File: config.mk
export PLATFORM = sky130hd
export DESIGN_NAME = wake_event_indicator
export DESIGN_NICKNAME = d
export VERILOG_FILES = /design/src/wake_event_pkg.sv /design/src/pulse_timer.sv /design/src/wake_event_indicator.sv
export SDC_FILE = /design/constraint.sdc
export NUM_CORES = 1
export LEC_CHECK = 0
export BUFFER_PORTS_ARGS = -buffer_cell sky130_fd_sc_hd__buf_4
export CORE_MARGIN = 2
export CORE_UTILIZATION = 58
export CTS_CLUSTER_SIZE = 24
export DETAILED_ROUTE_END_ITERATION = 8
export PLACE_DENSITY = 0.85
export SYNTH_ARGS = -nofsm -noshare
export SYNTH_HDL_FRONTEND = slang
export SYNTH_SLANG_ARGS = --single-unit
File: constraint.sdc
create_clock -name clk -period 4.4 [get_ports clk]
set_input_delay 0.88 -clock clk [delete_from_list [all_inputs] [get_ports clk]]
set_output_delay 0.88 -clock clk [all_outputs]
set_load 0.005 [all_outputs]
File: src/wake_event_pkg.sv
// Constants and types shared by the wake event indicator block
package wake_event_pkg;

  // ----------------------------------------------------------------
  // Register map (byte addresses)
  // ----------------------------------------------------------------
  localparam logic [7:0] PMC_ADDR       = 8'h84;
  localparam logic [7:0] INT_STS_ADDR   = 8'h90;
  localparam logic [7:0] INT_MASK_ADDR  = 8'h94;
  localparam logic [7:0] BYTE_TEST_ADDR = 8'h98;

  // ----------------------------------------------------------------
  // Field positions of power_management_control
  // ----------------------------------------------------------------
  localparam int READY_BIT  = 0;
  localparam int EN_BIT     = 1;
  localparam int POL_BIT    = 2;
  localparam int IND_BIT    = 3;
  localparam int CAUSE_LO   = 4;
  localparam int TYPE_BIT   = 6;
  localparam int ED_EN_BIT  = 8;
  localparam int WOL_EN_BIT = 9;
  localparam int MODE_LO    = 12;

  // Interrupt status and mask bits
  localparam int IRQ_WAKE_BIT  = 0;
  localparam int IRQ_READY_BIT = 1;

  // ----------------------------------------------------------------
  // Encodings and reset values
  // ----------------------------------------------------------------
  localparam logic [1:0]  CAUSE_NONE     = 2'h0;
  localparam logic [1:0]  MODE_FULL      = 2'h0;
  localparam logic [1:0]  MODE_RESERVED  = 2'h3;
  localparam logic [1:0]  RESP_OKAY      = 2'h0;
  localparam logic [1:0]  RESP_SLVERR    = 2'h2;
  localparam logic [1:0]  RESP_DECERR    = 2'h3;
  localparam logic [1:0]  INT_MASK_RESET = 2'h0;
  localparam logic [31:0] BYTE_TEST_READ = 32'h00000000;

  // ----------------------------------------------------------------
  // Timing
  // ----------------------------------------------------------------
  localparam int CLK_NS        = 100;
  localparam int PULSE_MS      = 50;
  localparam int PULSE_CYCLES  = (PULSE_MS * 1000000) / CLK_NS;
  localparam int SETTLE_NS     = 2000;
  localparam int SETTLE_CYCLES = (SETTLE_NS + CLK_NS - 1) / CLK_NS;
  localparam int SETTLE_W      = 5;
  localparam int PULSE_W       = 20;

  typedef enum logic [1:0] {PS_FULL, PS_REDUCED, PS_SETTLE} power_state_t;

endpackage : wake_event_pkg

File: src/pulse_timer.sv
// Fixed-width pulse timer for the power-event output
`timescale 1ns/1ps
module pulse_timer
  import wake_event_pkg::*;
#(
  parameter int CYCLES = PULSE_CYCLES
) (
  input  wire logic clk,
  input  wire logic rst_n,
  input  wire logic start,
  input  wire logic stop,
  output logic      busy
);

  typedef struct packed {
    logic               busy;
    logic [PULSE_W-1:0] count;
  } timer_state_t;

  timer_state_t cur;
  timer_state_t next_cur;

  // ----------------------------------------------------------------
  // Countdown
  // ----------------------------------------------------------------
  // Restart on every start; stop ends the pulse at once
  always_comb begin
    next_cur = cur;
    if (start) begin
      next_cur.busy  = 1'b1;
      next_cur.count = PULSE_W'(CYCLES - 1);
    end else if (stop) begin
      next_cur.busy  = 1'b0;
      next_cur.count = '0;
    end else if (cur.busy) begin
      if (cur.count == '0) begin
        next_cur.busy = 1'b0;
      end else begin
        next_cur.count = cur.count - PULSE_W'(1);
      end
    end
  end

  always_ff @(posedge clk) begin
    if (!rst_n) begin
      cur <= '0;
    end else begin
      cur <= next_cur;
    end
  end

  assign busy = cur.busy;

  // Pulse never outlives its length
  chk_pulse_bound: assert property (@(posedge clk) disable iff (!rst_n)
    cur.busy |-> cur.count < PULSE_W'(CYCLES))
    else $error("pulse counter beyond length");

endmodule : pulse_timer

File: src/wake_event_indicator.sv
// Wake event cause, power-event output and ready flag with AXI4-Lite access
//
// Operation
// Cause field: 00 none, 01 energy, 10 wake frame, 11 both.
// Cause bits clear only by writing one; zero leaves them.
// Cause bits clear only once back at full power with ready set.
// A cause bit stays set while its event source is still active.
// Pulse mode drives the power-event output for 50 ms per event.
// Static mode holds the power-event output from detection onward.
// Clearing cause bits or the event enable releases the output.
// Push-pull output: polarity bit one is active high, zero low.
// Open-drain output ignores polarity and is always active low.
// Output enable gates the pin only, never the internal interrupt.
// Ready reads one only after stabilising at full power.
// The control register stays readable in every power state.
// Host accesses no other register while ready is zero.
// While not ready, host reads only config and control registers.
// Power state select: 00 full, 01 wake detect, 10 energy; 11 reserved.
// Drive type bit: zero open-drain, one push-pull.
// Any write to byte test register wakes a reduced-power device.
// Pulse width is counted on the device clock, restarting per event.
//
// Added by the designer: the AXI4-Lite slave port and the register addresses.
`timescale 1ns/1ps
module wake_event_indicator
  import wake_event_pkg::*;
#(
  parameter int PULSE_LEN = PULSE_CYCLES
) (
  input  wire logic        clk,
  input  wire logic        rst_n,
  input  wire logic [7:0]  awaddr,
  input  wire logic        awvalid,
  output logic             awready,
  input  wire logic [31:0] wdata,
  input  wire logic [3:0]  wstrb,
  input  wire logic        wvalid,
  output logic             wready,
  output logic [1:0]       bresp,
  output logic             bvalid,
  input  wire logic        bready,
  input  wire logic [7:0]  araddr,
  input  wire logic        arvalid,
  output logic             arready,
  output logic [31:0]      rdata,
  output logic [1:0]       rresp,
  output logic             rvalid,
  input  wire logic        rready,
  input  wire logic        energySource,
  input  wire logic        wakeFrameSource,
  output logic             pmeOut,
  output logic             pmeOe,
  output logic             irq
);

  typedef struct packed {
    logic         awReady;
    logic         wReady;
    logic         awHeld;
    logic         wHeld;
    logic [7:0]   awAddr;
    logic [31:0]  wData;
    logic [3:0]   wStrb;
    logic         bValid;
    logic [1:0]   bResp;
    logic         arReady;
    logic         rValid;
    logic [1:0]   rResp;
    logic [31:0]  rData;
    logic [1:0]   srcMeta;
    logic [1:0]   srcSync;
    logic [1:0]   srcPrev;
    logic [1:0]   mode;
    logic         wolEn;
    logic         edEn;
    logic         driveType;
    logic [1:0]   cause;
    logic         pulseMode;
    logic         polarity;
    logic         outEn;
    logic         ready;
    power_state_t pwr;
    logic [SETTLE_W-1:0] settle;
    logic         staticHold;
    logic         pmeOut;
    logic         pmeOe;
    logic [1:0]   intSts;
    logic [1:0]   intMask;
    logic         irq;
  } wake_state_t;

  wake_state_t cur;
  wake_state_t next_cur;

  logic        timerBusy;
  logic        timerStart;
  logic        timerStop;
  logic [1:0]  detect;
  logic [1:0]  enables;
  logic        allowed;
  logic        active;
  logic [31:0] pmcRead;
  logic [31:0] wMask;
  logic [31:0] wBits;
  logic [1:0]  causeClr;
  logic [1:0]  stsClr;

  // ----------------------------------------------------------------
  // Pulse timer
  // ----------------------------------------------------------------
  pulse_timer #(
    .CYCLES (PULSE_LEN)
  ) u_pulse (
    .clk   (clk),
    .rst_n (rst_n),
    .start (timerStart),
    .stop  (timerStop),
    .busy  (timerBusy)
  );

  // ----------------------------------------------------------------
  // Event detection and output qualification
  // ----------------------------------------------------------------
  // Bit 0 energy, bit 1 wake frame; edges of enabled synced sources
  always_comb begin
    enables    = {cur.wolEn, cur.edEn};
    detect     = cur.srcSync & ~cur.srcPrev & enables;
    allowed    = |(cur.cause & enables);
    active     = cur.pulseMode ? timerBusy : cur.staticHold; // see
    timerStart = (|detect) & cur.pulseMode;
    timerStop  = ~allowed & ~(|detect);
    pmcRead    = '0;
    pmcRead[MODE_LO +: 2]    = cur.mode;
    pmcRead[WOL_EN_BIT]      = cur.wolEn;
    pmcRead[ED_EN_BIT]       = cur.edEn;
    pmcRead[TYPE_BIT]        = cur.driveType;
    pmcRead[CAUSE_LO +: 2]   = cur.cause;
    pmcRead[IND_BIT]         = cur.pulseMode;
    pmcRead[POL_BIT]         = cur.polarity;
    pmcRead[EN_BIT]          = cur.outEn;
    pmcRead[READY_BIT]       = cur.ready;
    wMask = {{8{cur.wStrb[3]}}, {8{cur.wStrb[2]}},
             {8{cur.wStrb[1]}}, {8{cur.wStrb[0]}}};
    wBits = cur.wData & wMask;
  end

  // ----------------------------------------------------------------
  // Next-state logic
  // ----------------------------------------------------------------
  // Bus slave, registers, power state and output pin
  always_comb begin
    next_cur = cur;
    causeClr = '0;
    stsClr   = '0;
    // Source synchronisers and edge history
    next_cur.srcMeta = {wakeFrameSource, energySource};
    next_cur.srcSync = cur.srcMeta;
    next_cur.srcPrev = cur.srcSync;

    // Write address and data are taken in either order
    if (awvalid && cur.awReady) begin
      next_cur.awHeld  = 1'b1;
      next_cur.awAddr  = awaddr;
      next_cur.awReady = 1'b0;
    end
    if (wvalid && cur.wReady) begin
      next_cur.wHeld  = 1'b1;
      next_cur.wData  = wdata;
      next_cur.wStrb  = wstrb;
      next_cur.wReady = 1'b0;
    end
    if (cur.bValid && bready) begin
      next_cur.bValid  = 1'b0;
      next_cur.awReady = 1'b1;
      next_cur.wReady  = 1'b1;
    end

    // Perform a write once both halves are in
    if (cur.awHeld && cur.wHeld && !cur.bValid) begin
      next_cur.awHeld = 1'b0;
      next_cur.wHeld  = 1'b0;
      next_cur.bValid = 1'b1;
      next_cur.bResp  = RESP_OKAY;
      if (cur.awAddr == BYTE_TEST_ADDR) begin
        if (cur.pwr == PS_REDUCED) begin
          next_cur.pwr    = PS_SETTLE;
          next_cur.settle = SETTLE_W'(SETTLE_CYCLES - 1);
        end
      end else if (cur.awAddr != PMC_ADDR && cur.awAddr != INT_STS_ADDR &&
                   cur.awAddr != INT_MASK_ADDR) begin
        next_cur.bResp = RESP_DECERR;
      end else if (!cur.ready) begin
        next_cur.bResp = RESP_SLVERR;                        // see
      end else if (cur.awAddr == PMC_ADDR) begin
        if (cur.wStrb[1]) begin
          next_cur.wolEn = cur.wData[WOL_EN_BIT];
          next_cur.edEn  = cur.wData[ED_EN_BIT];
          if (cur.wData[MODE_LO +: 2] != MODE_FULL &&
              cur.wData[MODE_LO +: 2] != MODE_RESERVED) begin
            next_cur.mode  = cur.wData[MODE_LO +: 2];
            next_cur.pwr   = PS_REDUCED;
            next_cur.ready = 1'b0;
          end
        end
        if (cur.wStrb[0]) begin
          next_cur.driveType = cur.wData[TYPE_BIT];
          next_cur.pulseMode = cur.wData[IND_BIT];
          next_cur.polarity  = cur.wData[POL_BIT];
          next_cur.outEn     = cur.wData[EN_BIT];
          // One clears, zero keeps, live source blocks
          causeClr = wBits[CAUSE_LO +: 2] & ~cur.srcSync;    // see see
        end
      end else if (cur.awAddr == INT_STS_ADDR) begin
        stsClr = wBits[1:0];
      end else begin
        next_cur.intMask = wBits[1:0];
      end
    end

    // Reads: control register in any state, others only when ready
    if (cur.rValid && rready) begin
      next_cur.rValid  = 1'b0;
      next_cur.arReady = 1'b1;
    end
    if (arvalid && cur.arReady) begin
      next_cur.arReady = 1'b0;
      next_cur.rValid  = 1'b1;
      next_cur.rResp   = RESP_OKAY;
      next_cur.rData   = '0;
      if (araddr == PMC_ADDR) begin
        next_cur.rData = pmcRead;
      end else if (araddr != INT_STS_ADDR && araddr != INT_MASK_ADDR &&
                   araddr != BYTE_TEST_ADDR) begin
        next_cur.rResp = RESP_DECERR;
      end else if (!cur.ready) begin
        next_cur.rResp = RESP_SLVERR;
      end else if (araddr == INT_STS_ADDR) begin
        next_cur.rData[1:0] = cur.intSts;
      end else if (araddr == INT_MASK_ADDR) begin
        next_cur.rData[1:0] = cur.intMask;
      end else begin
        next_cur.rData = BYTE_TEST_READ;
      end
    end

    // Cause field: detection wins over a clear in the same cycle
    next_cur.cause = (cur.cause & ~causeClr) | detect;       // see
    next_cur.staticHold = (|detect) | (cur.staticHold & allowed &
                          (|next_cur.cause));                // see

    // Power state sequencing
    case (cur.pwr)
      PS_FULL: begin
        next_cur.mode = next_cur.mode;
      end
      PS_REDUCED: begin
        if (|detect) begin
          next_cur.pwr    = PS_SETTLE;
          next_cur.settle = SETTLE_W'(SETTLE_CYCLES - 1);
        end
      end
      PS_SETTLE: begin
        if (cur.settle == '0) begin
          next_cur.pwr   = PS_FULL;
          next_cur.mode  = MODE_FULL;
          next_cur.ready = 1'b1;
        end else begin
          next_cur.settle = cur.settle - SETTLE_W'(1);
        end
      end
      default: begin
        next_cur.pwr = PS_SETTLE;
      end
    endcase

    // Sticky interrupt status; set wins over write-one clear
    next_cur.intSts = cur.intSts & ~stsClr;
    if (|detect) begin
      next_cur.intSts[IRQ_WAKE_BIT] = 1'b1;
    end
    if (next_cur.ready && !cur.ready) begin
      next_cur.intSts[IRQ_READY_BIT] = 1'b1;
    end
    next_cur.irq = |(next_cur.intSts & next_cur.intMask);

    // Pin drive: open-drain pulls low, push-pull follows polarity
    next_cur.pmeOut = cur.driveType & (cur.polarity ? active : ~active); // see
    next_cur.pmeOe  = cur.outEn & (cur.driveType | active);  // see
  end

  // ----------------------------------------------------------------
  // State register
  // ----------------------------------------------------------------
  always_ff @(posedge clk) begin
    if (!rst_n) begin
      cur          <= '0;
      cur.awReady  <= 1'b1;
      cur.wReady   <= 1'b1;
      cur.arReady  <= 1'b1;
      cur.pwr      <= PS_SETTLE;
      cur.settle   <= SETTLE_W'(SETTLE_CYCLES - 1);
      cur.intMask  <= INT_MASK_RESET;
    end else begin
      cur <= next_cur;
    end
  end

  // Outputs straight from the state register
  assign awready = cur.awReady;
  assign wready  = cur.wReady;
  assign bvalid  = cur.bValid;
  assign bresp   = cur.bResp;
  assign arready = cur.arReady;
  assign rvalid  = cur.rValid;
  assign rresp   = cur.rResp;
  assign rdata   = cur.rData;
  assign pmeOut  = cur.pmeOut;
  assign pmeOe   = cur.pmeOe;
  assign irq     = cur.irq;

  // ----------------------------------------------------------------
  // Checks
  // ----------------------------------------------------------------
  chk_cause_set: assert property (@(posedge clk) disable iff (!rst_n)
    detect[0] |=> cur.cause[0])
    else $error("energy event did not set cause");

  chk_zero_keeps: assert property (@(posedge clk) disable iff (!rst_n)
    $fell(cur.cause[1]) |-> $past(causeClr[1]))
    else $error("cause bit cleared without a one write");

  chk_clear_ready: assert property (@(posedge clk) disable iff (!rst_n)
    (|causeClr) |-> cur.ready && cur.pwr == PS_FULL)
    else $error("cause cleared while not ready");

  chk_source_holds: assert property (@(posedge clk) disable iff (!rst_n)
    cur.cause[0] && cur.srcSync[0] |=> cur.cause[0])
    else $error("cause dropped with live source");

  chk_static_hold: assert property (@(posedge clk) disable iff (!rst_n)
    !cur.pulseMode && (|detect) ##1 !cur.pulseMode && allowed |=> active)
    else $error("static indication not held");

  chk_release_cause: assert property (@(posedge clk) disable iff (!rst_n)
    cur.cause == CAUSE_NONE && !(|detect) |=> !cur.staticHold)
    else $error("output still active with no cause");

  chk_open_drain: assert property (@(posedge clk) disable iff (!rst_n)
    !$past(cur.driveType) |-> !cur.pmeOut)
    else $error("open-drain output driven high");

  chk_polarity: assert property (@(posedge clk) disable iff (!rst_n)
    $past(cur.driveType) && $past(cur.outEn) |->
      cur.pmeOut == ($past(cur.polarity) ~^ $past(active)))
    else $error("push-pull level does not follow polarity");

  chk_irq_ungated: assert property (@(posedge clk) disable iff (!rst_n)
    (|detect) && !cur.outEn |=> cur.intSts[IRQ_WAKE_BIT])
    else $error("interrupt gated by output enable");

  chk_ready_full: assert property (@(posedge clk) disable iff (!rst_n)
    cur.ready |-> cur.pwr == PS_FULL && cur.mode == MODE_FULL)
    else $error("ready set outside full power");

  chk_wake_write: assert property (@(posedge clk) disable iff (!rst_n)
    cur.pwr == PS_REDUCED && cur.awHeld && cur.wHeld && !cur.bValid &&
    cur.awAddr == BYTE_TEST_ADDR |=> ##[20:21] cur.ready)
    else $error("byte test write did not wake device");

endmodule : wake_event_indicator

* After elaboration in Yosys (flattened, before gate mapping) *
Index checks and enable logic that the tools add are counted.

cells by class
  mux-type cells = 67
  order comparisons = 0
  reduce and logical (&&, ||, !) cells = 33
  multiply operators = 0
  bitwise gates (word level) = 28
  add/subtract/negate cells = 2
  equality and inequality tests = 16
  div/mod/pow operators = 0
  shift operators = 0

operators with widths
  cell                   number
  $mux 2                 32
  $mux 21                3
  $eq 8x8->1 const B     6
  $ne 8x8->1 const B     6
  $mux 36                1
  $mux 5                 7
  $mux 3                 7
  $logic_not 20->1       1
  $mux 20                1
  $sub 20x1->20 const B  1
  $and 2x2->2            7
  $mux 14                1
  $mux 7                 2
  $logic_and 1x1->1      13
  $reduce_and 6->1       2
  $reduce_or 2->1        6
  $pmux 5 s2             1
  $mux 1                 9
  $mux 8                 1
  $not 2->2              4
  $not 1->1              7
  $and 1x1->1            6
  $and 6x6->6            1
  $pmux 2 s3             1
  15 further kinds       20

storage, ports and cells
  bits in read-only memories = 0
  bits in registers = 120
  memories = 0
  logic and storage cells = 182
  memory bits (writable) = 0
  output and inout port bits = 44
  input bits = 61
  latch bits = 0

* Longest topological paths before layout *
Gate-level depths: netlist of the first run.

  depth in word-level cells = 15
  gate-level depth with buffers = 9
  mapped depth without buffers = 7

* Hierarchy *
From an unflattened synthesis of the first run, not the netlist that was laid out.

second synthesis, totals
  cell total of the unflattened synthesis = 544
  area total of the unflattened synthesis = 4,618.2 um^2

by module, submodules not included
  module                times used  area each (um^2)  cells an instance  sequential area each (um^2)
  wake_event_indicator  1           3,447.1           422                1,501.4
  pulse_timer           1           1,171.1           122                420.4

* Worst setup path after synthesis of the first run *
OpenSTA, ideal clock, no wires.

  path type = input-to-reg
  from = input araddr[2]
  to = register cur (netlist bit rdata[1])
  buffers on the path = 1
  setup slack = 2.459 ns
  required time = 4.272 ns
  arrival time = 1.814 ns
  library setup time = 0.128 ns
  stages = 6
  cells stage by stage = clkbuf_1 -> mux2_2 -> a32oi_1 -> nor4_1 -> a21oi_1 -> nor2_1

on the way
  word-level cells in the longest chain between the ends = 6
  elaborated cells on any way between the ends = 13
  those cells by class = 6 x eq/ne; 5 x mux; 2 x reduce/logical

RTL lines
  item                    line                         text
  start: declaration      wake_event_indicator.sv:42   input wire logic [7:0] araddr,
  $eq 8x8->1              wake_event_indicator.sv:239  end else if (araddr == INT_MASK_ADDR) begin
  $mux 2                  wake_event_indicator.sv:239
  $mux 2                  wake_event_indicator.sv:237  end else if (araddr == INT_STS_ADDR) begin
  $mux 2                  wake_event_indicator.sv:235  end else if (!cur.ready) begin
  $mux 2                  wake_event_indicator.sv:232  end else if (araddr != INT_STS_ADDR && araddr != INT_MASK_ADDR &&
  $mux 14 (*)             wake_event_indicator.sv:230  if (araddr == PMC_ADDR) begin
  end signal: assignment  wake_event_indicator.sv:304  cur <= next_cur;
  end: declaration        wake_event_indicator.sv:92   wake_state_t cur;

Every way passes the cells marked *; elsewhere a longest branch is shown, timed or not.
A chain may end at the register's enable or synchronous reset.

* Worst setup path in the final report of the first run *
  from = register u_pulse.cur[13] in the netlist's numbering
  to = register u_pulse.cur[1] in the netlist's numbering

on the way
  word-level cells in the longest chain between the ends = 3

RTL lines
  item                        line               text
  start: declaration          pulse_timer.sv:20  timer_state_t cur;
  start signal: assignment    pulse_timer.sv:48  cur <= next_cur;
  $logic_not 20->1            pulse_timer.sv:36  if (cur.count == '0) begin
  $ne 3x3->1 (no line)        -
  $reduce_and 2->1 (no line)  -

Every way passes these cells.

==> results of run 1 <==
[state kept, by name, summed over array words and instances, names as in the netlist, 2 cells and up]
name / flops
cur: 52
u_pulse.cur: 20
rdata: 11
bresp: 2
rresp: 2
[worst max-delay path by stage]
| stage | startpoint | to | cells past startpoint |
|---|---|---|---|
| 2_1_floorplan | araddr[2] | rdata[1] | 6 |
| 3_3_place_gp | u_pulse.cur[13] | u_pulse.cur[1] | 5 |
| 3_5_place_dp | u_pulse.cur[13] | u_pulse.cur[1] | 5 |
| 4_1_cts | u_pulse.cur[13] | u_pulse.cur[1] | 5 |
| 5_1_grt | u_pulse.cur[0] | u_pulse.cur[1] | 7 |
| 6_report | u_pulse.cur[13] | u_pulse.cur[1] | 5 |
[through the flow]
| step | std cells | power (mW) | setup slack [ns] |
|---|---|---|---|
| after floorplan | 555 | 1.08 | 2.46 |
| after global placement | 662 | 1.12 | 2.21 |
| after detailed placement | 662 | 1.13 | 2.14 |
| after CTS | 678 | 1.72 | 2.10 |
| after global routing | 678 | 1.78 | 1.96 |
| final | 678 | 1.71 | 2.09 |
[cells by family after synthesis]
family          after synthesis  share of synthesized area (%)
simple gates                218                           26.2
flops                        96                           42.3
xor+xnor                     18                           3.47
other cells                   1                         0.0825
compound gates              114                           14.7
buf+inv                      72                           9.25
mux                           9                           2.04
fa+ha+maj                     7                           1.93
[worst max-delay path, cell delays in order (launching register included)]
cell,delay [ns]
dfxtp_1,0.35
or3_4,0.44
and4bb_1,0.74
a21bo_4,0.25
mux2_1,0.33
o21ai_1,0.12
[power by group]
part	internal, mW	switching, mW	total [mW]
Combinational	0.0776	0.0920	0.170
Clock	0.283	0.313	0.596
Sequential	0.906	0.0404	0.947
Total	1.27	0.446	1.71
[synthesized netlist by cell type (all sizes together) (2+ instances only)]
library cell | instances | area [um^2]
or3 | 4 | 30.0
and4bb | 2 | 25.0
nand3b | 4 | 30.0
o221ai | 2 | 17.5
nor4b | 7 | 95.1
nand2b | 8 | 50.1
dfxtp | 96 | 1920
a211oi | 2 | 15.0
o21a | 3 | 22.5
nand2 | 79 | 297
inv | 16 | 60.1
a31oi | 5 | 31.3
o21ai | 25 | 125
ha | 7 | 87.6
nor2b | 2 | 12.5
or2 | 3 | 18.8
nand4 | 8 | 50.1
o311ai | 3 | 26.3
a21oi | 62 | 314
nand4b | 3 | 26.3
nor2 | 32 | 120
nand3 | 23 | 115
a2111oi | 3 | 32.5
and3 | 2 | 12.5
nor4 | 10 | 108
nor3b | 2 | 15.0
clkbuf | 17 | 63.8
buf | 39 | 297
nor3 | 9 | 45.0
and2 | 14 | 87.6
mux2 | 2 | 22.5
mux2i | 7 | 70.1
xnor2 | 17 | 149
[final cells by class]
class	count	area [um^2]
clock buffers	11	141
fillers	639	2600
flip-flops and latches	96	1920
multi-input cells	387	2280
clock inverters	5	62.6
inverters	16	60.1
well taps	102	128
repair buffers	61	458
[layer usage]
metal | up-vias | global-route usage (%) | share of wire [%]
met5 | - | 0 | 0
met4 | 0 | 11.3 | 2.2
met3 | 19 | 2.93 | 3.7
met2 | 101 | 41.6 | 51
met1 | 1800 | 26.9 | 43
li1 | 1875 | - | -
==> impl_metrics.toml, run 1 <==
[status]
status = "finished clean"

[synthesis]
ys_async_sr_fraction_pct = 0
syn-cell-area_um2 = 4540
synth-edff-count = 0
ys_seq_area_share_pct = 42.3
syn_area_per_cell_um2 = 8.49
synth.distinct_cells = 62
synth_ff_type = "dfxtp_1"
synth-seq-cells = 96
netlist_instances = 535
yosys_warnings = 0

[cells_and_area]
fin_nets = 639
antenna_cells = 0
areaGrowthSynthToFinish_pct = 11.1
drive_above_1_share_pct = 16.3
final_common_cell = "dfxtp_1"
stdcell_area_um2 = 5050
postLayoutCoreUtil_pct = 66.0
final_cell_mix = "dfxtp_1 (96), nand2_1 (79), a21oi_1 (61), buf_4 (61), nor2_1 (32)"

[cts]
cts_hold_buf = 0
cts_sinks = 96
clockRootBuffer = "clkbuf_8"
tritoncts = "yes"
cts_max_path_buffers = 2
cts_resized = 0
insertion_delay_ns = 0.37
h-tree-depth = 3
clk_pin_slew_ns = 0.10
postCtsSetupRepairBufs = 0
cts_buffers = 9

[timing]
rsz0062_at_grt = "no"
finalCritPeriodShare_pct = 52.4
hold_viol = 0
drv_slew = 0
relSlewSlack_pct = 52.6
timing.fmax_mhz = 433
fin_skew_ns = 0.0223
period_minus_slack_ns = 2.31
fin_hold_ws_ns = 0.447
tns_ns = 0
final-setup-viol-count = 0
worst_pin_slew_ns = 0.711

[power]
power.leakage_nw = 1.89
irDropWorstVdd_mv = 0.281
powerDensity_nw_per_um2 = 339

[place]
dpl.hpwl_um = 6980
placed_area_um2 = 4840
port-buffer-count = 60
place_congestion = 0.846

[worst_setup_path]
required_ns = 4.69
critPathArrivalTime_ns = 2.59
critPathLaunchType = "flip-flop"
critPathMaxFanout = 18
r2r_cells = 5
rr_startpoint = "u_pulse.cur[13]"
r2r_setup_slack_ns = 2.09
crit_type = "reg2reg"
timing.rr.end = "u_pulse.cur[1]"
end_kind = "flip-flop"

[floorplan]
ios = 105
rows = 32
die_h_um = 92.5
start_util_pct = 59.4
dieArea_um2 = 8560
coreArea_um2 = 7650
die_w_um = 92.5

[drt]
drt_pass1_iterations = 5
drtIter0Drc = 183
via_per_inst = 5.60
vias = 3795
wirelength_um = 9620
ant_nets = 0
drc_errors = 0
routedWlPerCell_um = 14.2

[hold_path]
worstHoldPathType = "reg2reg"
hp-start = "cur[31]"
whs_path_depth = 1
hold-path-endpoint = "cur[29]"

[job]
maxCapViolCount = 0

[global_route]
grt_first_pass_wirelength_um = 15800
antenna_found_initial = 0
grt_usage_pct = 23.1
grt_overflow = 0
grt_max_degree = 40
grt_pass1_vias = 3554
Power figures use the tool's default switching activity.
==> inputs of run 2 (changes only) <==
--- a/config.mk
+++ b/config.mk
@@ -7,10 +7,10 @@
 export LEC_CHECK = 0
 export BUFFER_PORTS_ARGS = -buffer_cell sky130_fd_sc_hd__buf_4
 export CORE_MARGIN = 2
-export CORE_UTILIZATION = 58
+export CORE_UTILIZATION = 54
 export CTS_CLUSTER_SIZE = 24
 export DETAILED_ROUTE_END_ITERATION = 8
-export PLACE_DENSITY = 0.85
+export PLACE_DENSITY = 0.8
 export SYNTH_ARGS = -nofsm -noshare
 export SYNTH_HDL_FRONTEND = slang
 export SYNTH_SLANG_ARGS = --single-unit
==> constraint.sdc (replaced) <==
create_clock -name clk -period 2.13 [get_ports clk]
set_input_delay 0.426 -clock clk [delete_from_list [all_inputs] [get_ports clk]]
set_output_delay 0.426 -clock clk [all_outputs]
set_load 0.005 [all_outputs]
==> impl_metrics.toml, run 2 (synthesis gave the netlist of run 1 again) <==
[status]
status = "finished clean"

[hold_path]
whs_path_depth = 2
hold-path-endpoint = "wready"
hp-start = "wvalid"
worstHoldPathType = "in2reg"

[cts]
clockRootBuffer = "clkbuf_8"
cts_resized = 0
cts_hold_buf = 0
h-tree-depth = 3
clk_pin_slew_ns = 0.10
tritoncts = "yes"
cts_sinks = 96
postCtsSetupRepairBufs = 0
cts_max_path_buffers = 2
cts_buffers = 9
insertion_delay_ns = 0.38

[drt]
drc_errors = 0
wirelength_um = 9560
via_per_inst = 5.46
routed.top_layer = "met4"
met1_length_um = 4180
drtIter0Drc = 166
vias = 3760
routedWlPerCell_um = 13.9
met2WireLength_um = 4930
drt_pass1_iterations = 4
dr_wl_met3_um = 318
ant_nets = 0

[place]
dpl.hpwl_um = 7090
place_congestion = 0.929
port-buffer-count = 60

[worst_setup_path]
critPathMaxFanout = 6
critPathArrivalTime_ns = 2.22
required_ns = 2.44
r2r_cells = 6
startpoint = "u_pulse.cur[13]"
critPathLaunchType = "flip-flop"
crit_type = "reg2reg"
timing.rr.end = "u_pulse.cur[1]"
end_kind = "flip-flop"
rr_startpoint = "u_pulse.cur[13]"
r2r_setup_slack_ns = 0.21

[floorplan]
start_util_pct = 55.6
die_h_um = 95.7
coreArea_um2 = 8180
dieArea_um2 = 9160
die_w_um = 95.7
ios = 105
rows = 33

[power]
p_switching_mw = 0.966
sw_frac_of_total_pct = 27.0
combPwrFrac_pct = 10.1
powerDensity_nw_per_um2 = 696
irDropWorstVdd_mv = 0.439
p_seq_share_pct = 54.6
power.leakage_nw = 1.95
p_clk_share_pct = 35.4
internal_power_mw = 2.61

[cells_and_area]
final_cell_mix = "dfxtp_1 (96), nand2_1 (79), buf_4 (68)"
largest_reg_flops = 52
drive_above_1_share_pct = 17.6
areaGrowthSynthToFinish_pct = 13.0
regMostFlops = "cur"
fin_nets = 647
antenna_cells = 0
final_common_cell = "dfxtp_1"

[timing]
relSlewSlack_pct = 52.6
final-setup-viol-count = 0
tns_ns = 0
period_minus_slack_ns = 1.92
finalCritPeriodShare_pct = 90.1
drv_slew = 0
timing.fmax_mhz = 521
worst_pin_slew_ns = 0.711
fin_skew_ns = 0.0132
fin_hold_ws_ns = 0.235
rsz0062_at_grt = "no"
hold_viol = 0

[global_route]
grt_usage_pct = 21.8
grt_overflow = 0
grt_max_degree = 34
grt_first_pass_wirelength_um = 15800
antenna_found_initial = 0
grt_pass1_vias = 3533

[job]
maxCapViolCount = 0
[run 2: power groups by stage]
stage	clock, mW	combinational [mW]	sequential, mW
finish	1.26	0.360	1.95
floorplan	0	0.269	1.97
global route	1.34	0.410	1.96
detailed placement	0	0.360	1.99
CTS	1.27	0.361	1.95
global placement	0	0.347	1.99
[run 2: routing by layer]
metal  track usage, %  vias to the layer above
met5                0                        -
met4             8.69                        0
met3             3.60                       11
met2             37.8                       76
met1             27.0                     1779
li1                 -                     1894
[run 2: final cells by class]
cell class,count,area [um^2]
clock buffer,9,124
clock inverter,7,88.8
fill,689,3040
inverter,16,60.1
multi-input combinational,387,2280
sequential,96,1920
tap,105,131
timing repair buffer,69,531
[run 2: worst max path at each step]
| stage | cells after the start | end |
|---|---|---|
| detailed placement | 6 | u_pulse.cur[1] |
| finish | 6 | u_pulse.cur[1] |
| global placement | 6 | u_pulse.cur[1] |
| global route | 8 | u_pulse.cur[1] |
| floorplan | 6 | u_pulse.cur[1] |
| CTS | 6 | u_pulse.cur[1] |
[run 2: worst max-delay path: stages (launching register included)]
cell and delay [ns]:
dfxtp_1 0.35, or3_4 0.43, and4bb_1 0.30, buf_4 0.15, a21bo_4 0.15, mux2_1 0.32
o21ai_1 0.13
[run 2: metrics by stage]
stage	std cells	util, %	setup WS [ns]	total power, mW	cell area [um^2]
after CTS	689	62.8	0.208	3.58	5130
final	689	62.8	0.211	3.57	5130
after global placement	673	60.2	0.287	2.33	4920
after global routing	689	62.8	0.0863	3.72	5130
after floorplan	555	-	0.362	2.24	4620
after detailed placement	673	60.2	0.254	2.35	4920
==> inputs of run 3 (changes only) <==
--- a/config.mk
+++ b/config.mk
@@ -6,7 +6,6 @@
 export NUM_CORES = 1
 export LEC_CHECK = 0
 export BUFFER_PORTS_ARGS = -buffer_cell sky130_fd_sc_hd__buf_4
-export CORE_MARGIN = 2
 export CORE_UTILIZATION = 54
 export CTS_CLUSTER_SIZE = 24
 export DETAILED_ROUTE_END_ITERATION = 8
==> impl_metrics.toml, run 3 (synthesis gave the netlist of run 1 again) <==
[status]
status = "finished clean"

[floorplan]
die_w_um = 93.7
start_util_pct = 55.6
ios = 105
rows = 33
dieArea_um2 = 8780
coreArea_um2 = 8180
die_h_um = 93.7

[power]
combPwrFrac_pct = 10.6
p_seq_share_pct = 56.8
powerDensity_nw_per_um2 = 675
p_clk_share_pct = 32.6
irDropWorstVdd_mv = 0.425
sw_frac_of_total_pct = 27.9
internal_power_mw = 2.48
p_switching_mw = 0.960
power.leakage_nw = 1.93
p_total_mw = 3.44

[worst_setup_path]
slowest_stage = "or3_4"
crit_type = "reg2reg"
critPathMaxFanout = 6
rr_startpoint = "u_pulse.cur[13]"
required_ns = 2.42
cpPeakStageDelay_ns = 0.43
r2r_cells = 6
critPathLaunchType = "flip-flop"
critPathArrivalTime_ns = 2.19
timing.rr.end = "u_pulse.cur[1]"
end_kind = "flip-flop"
cp_num_buf_inv = 1
path_delay_family = "simple AND/OR/NAND/NOR gates"
path_cells = "or3_4, and4bb_1, buf_4, a21bo_4, mux2_1, o21ai_1"
r2r_setup_slack_ns = 0.23

[job]
maxCapViolCount = 0

[timing]
finalCritPeriodShare_pct = 89.4
timing.fmax_mhz = 525
relSlewSlack_pct = 47.8
hold_viol = 0
fin_skew_ns = 0.0175
tns_ns = 0
finalWorstSetupSlack_ns = 0.225
rsz0062_at_grt = "no"
worst_pin_slew_ns = 0.783
period_minus_slack_ns = 1.90
final-setup-viol-count = 0
drv_slew = 0
fin_hold_ws_ns = 0.271

[cts]
cts_hold_buf = 0
clockRootBuffer = "clkbuf_8"
cts_buffers = 9
h-tree-depth = 3
cts_sinks = 96
cts_max_path_buffers = 2
clk_pin_slew_ns = 0.10
tritoncts = "yes"
cts_resized = 0
postCtsSetupRepairBufs = 0
insertion_delay_ns = 0.37

[place]
pre_cts_ws_ns = 0.250
dp_cells = 675
place_congestion = 0.903
dpl.hpwl_um = 7100
port-buffer-count = 60
placed_area_um2 = 4920

[cells_and_area]
fin_nets = 649
stdcell_count = 691
nFillCells = 684
stdcell_area_um2 = 5100
postLayoutCoreUtil_pct = 62.4
areaGrowthSynthToFinish_pct = 12.3
antenna_cells = 0
final_cell_mix = "dfxtp_1 (96), nand2_1 (79), buf_4 (71)"
drive_above_1_share_pct = 17.7
regMostFlops = "cur"
final_common_cell = "dfxtp_1"
largest_reg_flops = 52

[global_route]
grt_max_degree = 29
grt_pass1_vias = 3547
grt_usage_pct = 22.9
grt_overflow = 0
grt_first_pass_wirelength_um = 15800
antenna_found_initial = 0

[drt]
via_per_inst = 5.46
drc_errors = 0
drtIter0Drc = 146
wirelength_um = 9750
drt_pass1_iterations = 4
vias = 3771
routedWlPerCell_um = 14.1
ant_nets = 0

[hold_path]
hp-start = "wvalid"
worstHoldPathType = "in2reg"
hold-path-endpoint = "wready"
whs_path_depth = 2
## run 3: how the worst max path moves through the flow
stage,start,depth (start not counted),to,slack [ns]
final,u_pulse.cur[13],6,u_pulse.cur[1],0.23
after global routing,u_pulse.cur[0],8,u_pulse.cur[15],0.05
after CTS,u_pulse.cur[13],6,u_pulse.cur[1],0.22
after detailed placement,u_pulse.cur[0],8,u_pulse.cur[17],0.25
after global placement,u_pulse.cur[13],6,u_pulse.cur[1],0.28
after floorplan,u_pulse.cur[13],6,u_pulse.cur[1],0.36
## run 3: final cells by class
type	count	area, um^2	share of cell area [%]
clock inverter	6	53.8	1.05
inverter	16	60.1	1.18
clock buffer	10	128	2.50
tap	105	131	2.57
multi-input combinational	387	2280	44.6
timing repair buffer	71	533	10.4
sequential	96	1920	37.7
## run 3: routing by layer
layer	wire [um]	track usage [%]
met4	84	6.41
met3	309	4.85
met1	4430	26.7
met5	0	0
met2	4920	42.0
## run 3: power groups by stage
| stage | registers [mW] | logic [mW] | clock network, mW |
|---|---|---|---|
| final | 1.95 | 0.364 | 1.12 |
| after global routing | 1.97 | 0.411 | 1.22 |
| after CTS | 1.95 | 0.362 | 1.14 |
| after detailed placement | 1.99 | 0.361 | 0 |
| after global placement | 1.99 | 0.346 | 0 |
| after floorplan | 1.97 | 0.269 | 0 |
## run 3: worst reg2reg max path, stage by stage (launching register included)
cell and delay (ns):
dfxtp_1 0.36, or3_4 0.43, and4bb_1 0.30, buf_4 0.15, a21bo_4 0.15, mux2_1 0.32, o21ai_1 0.11
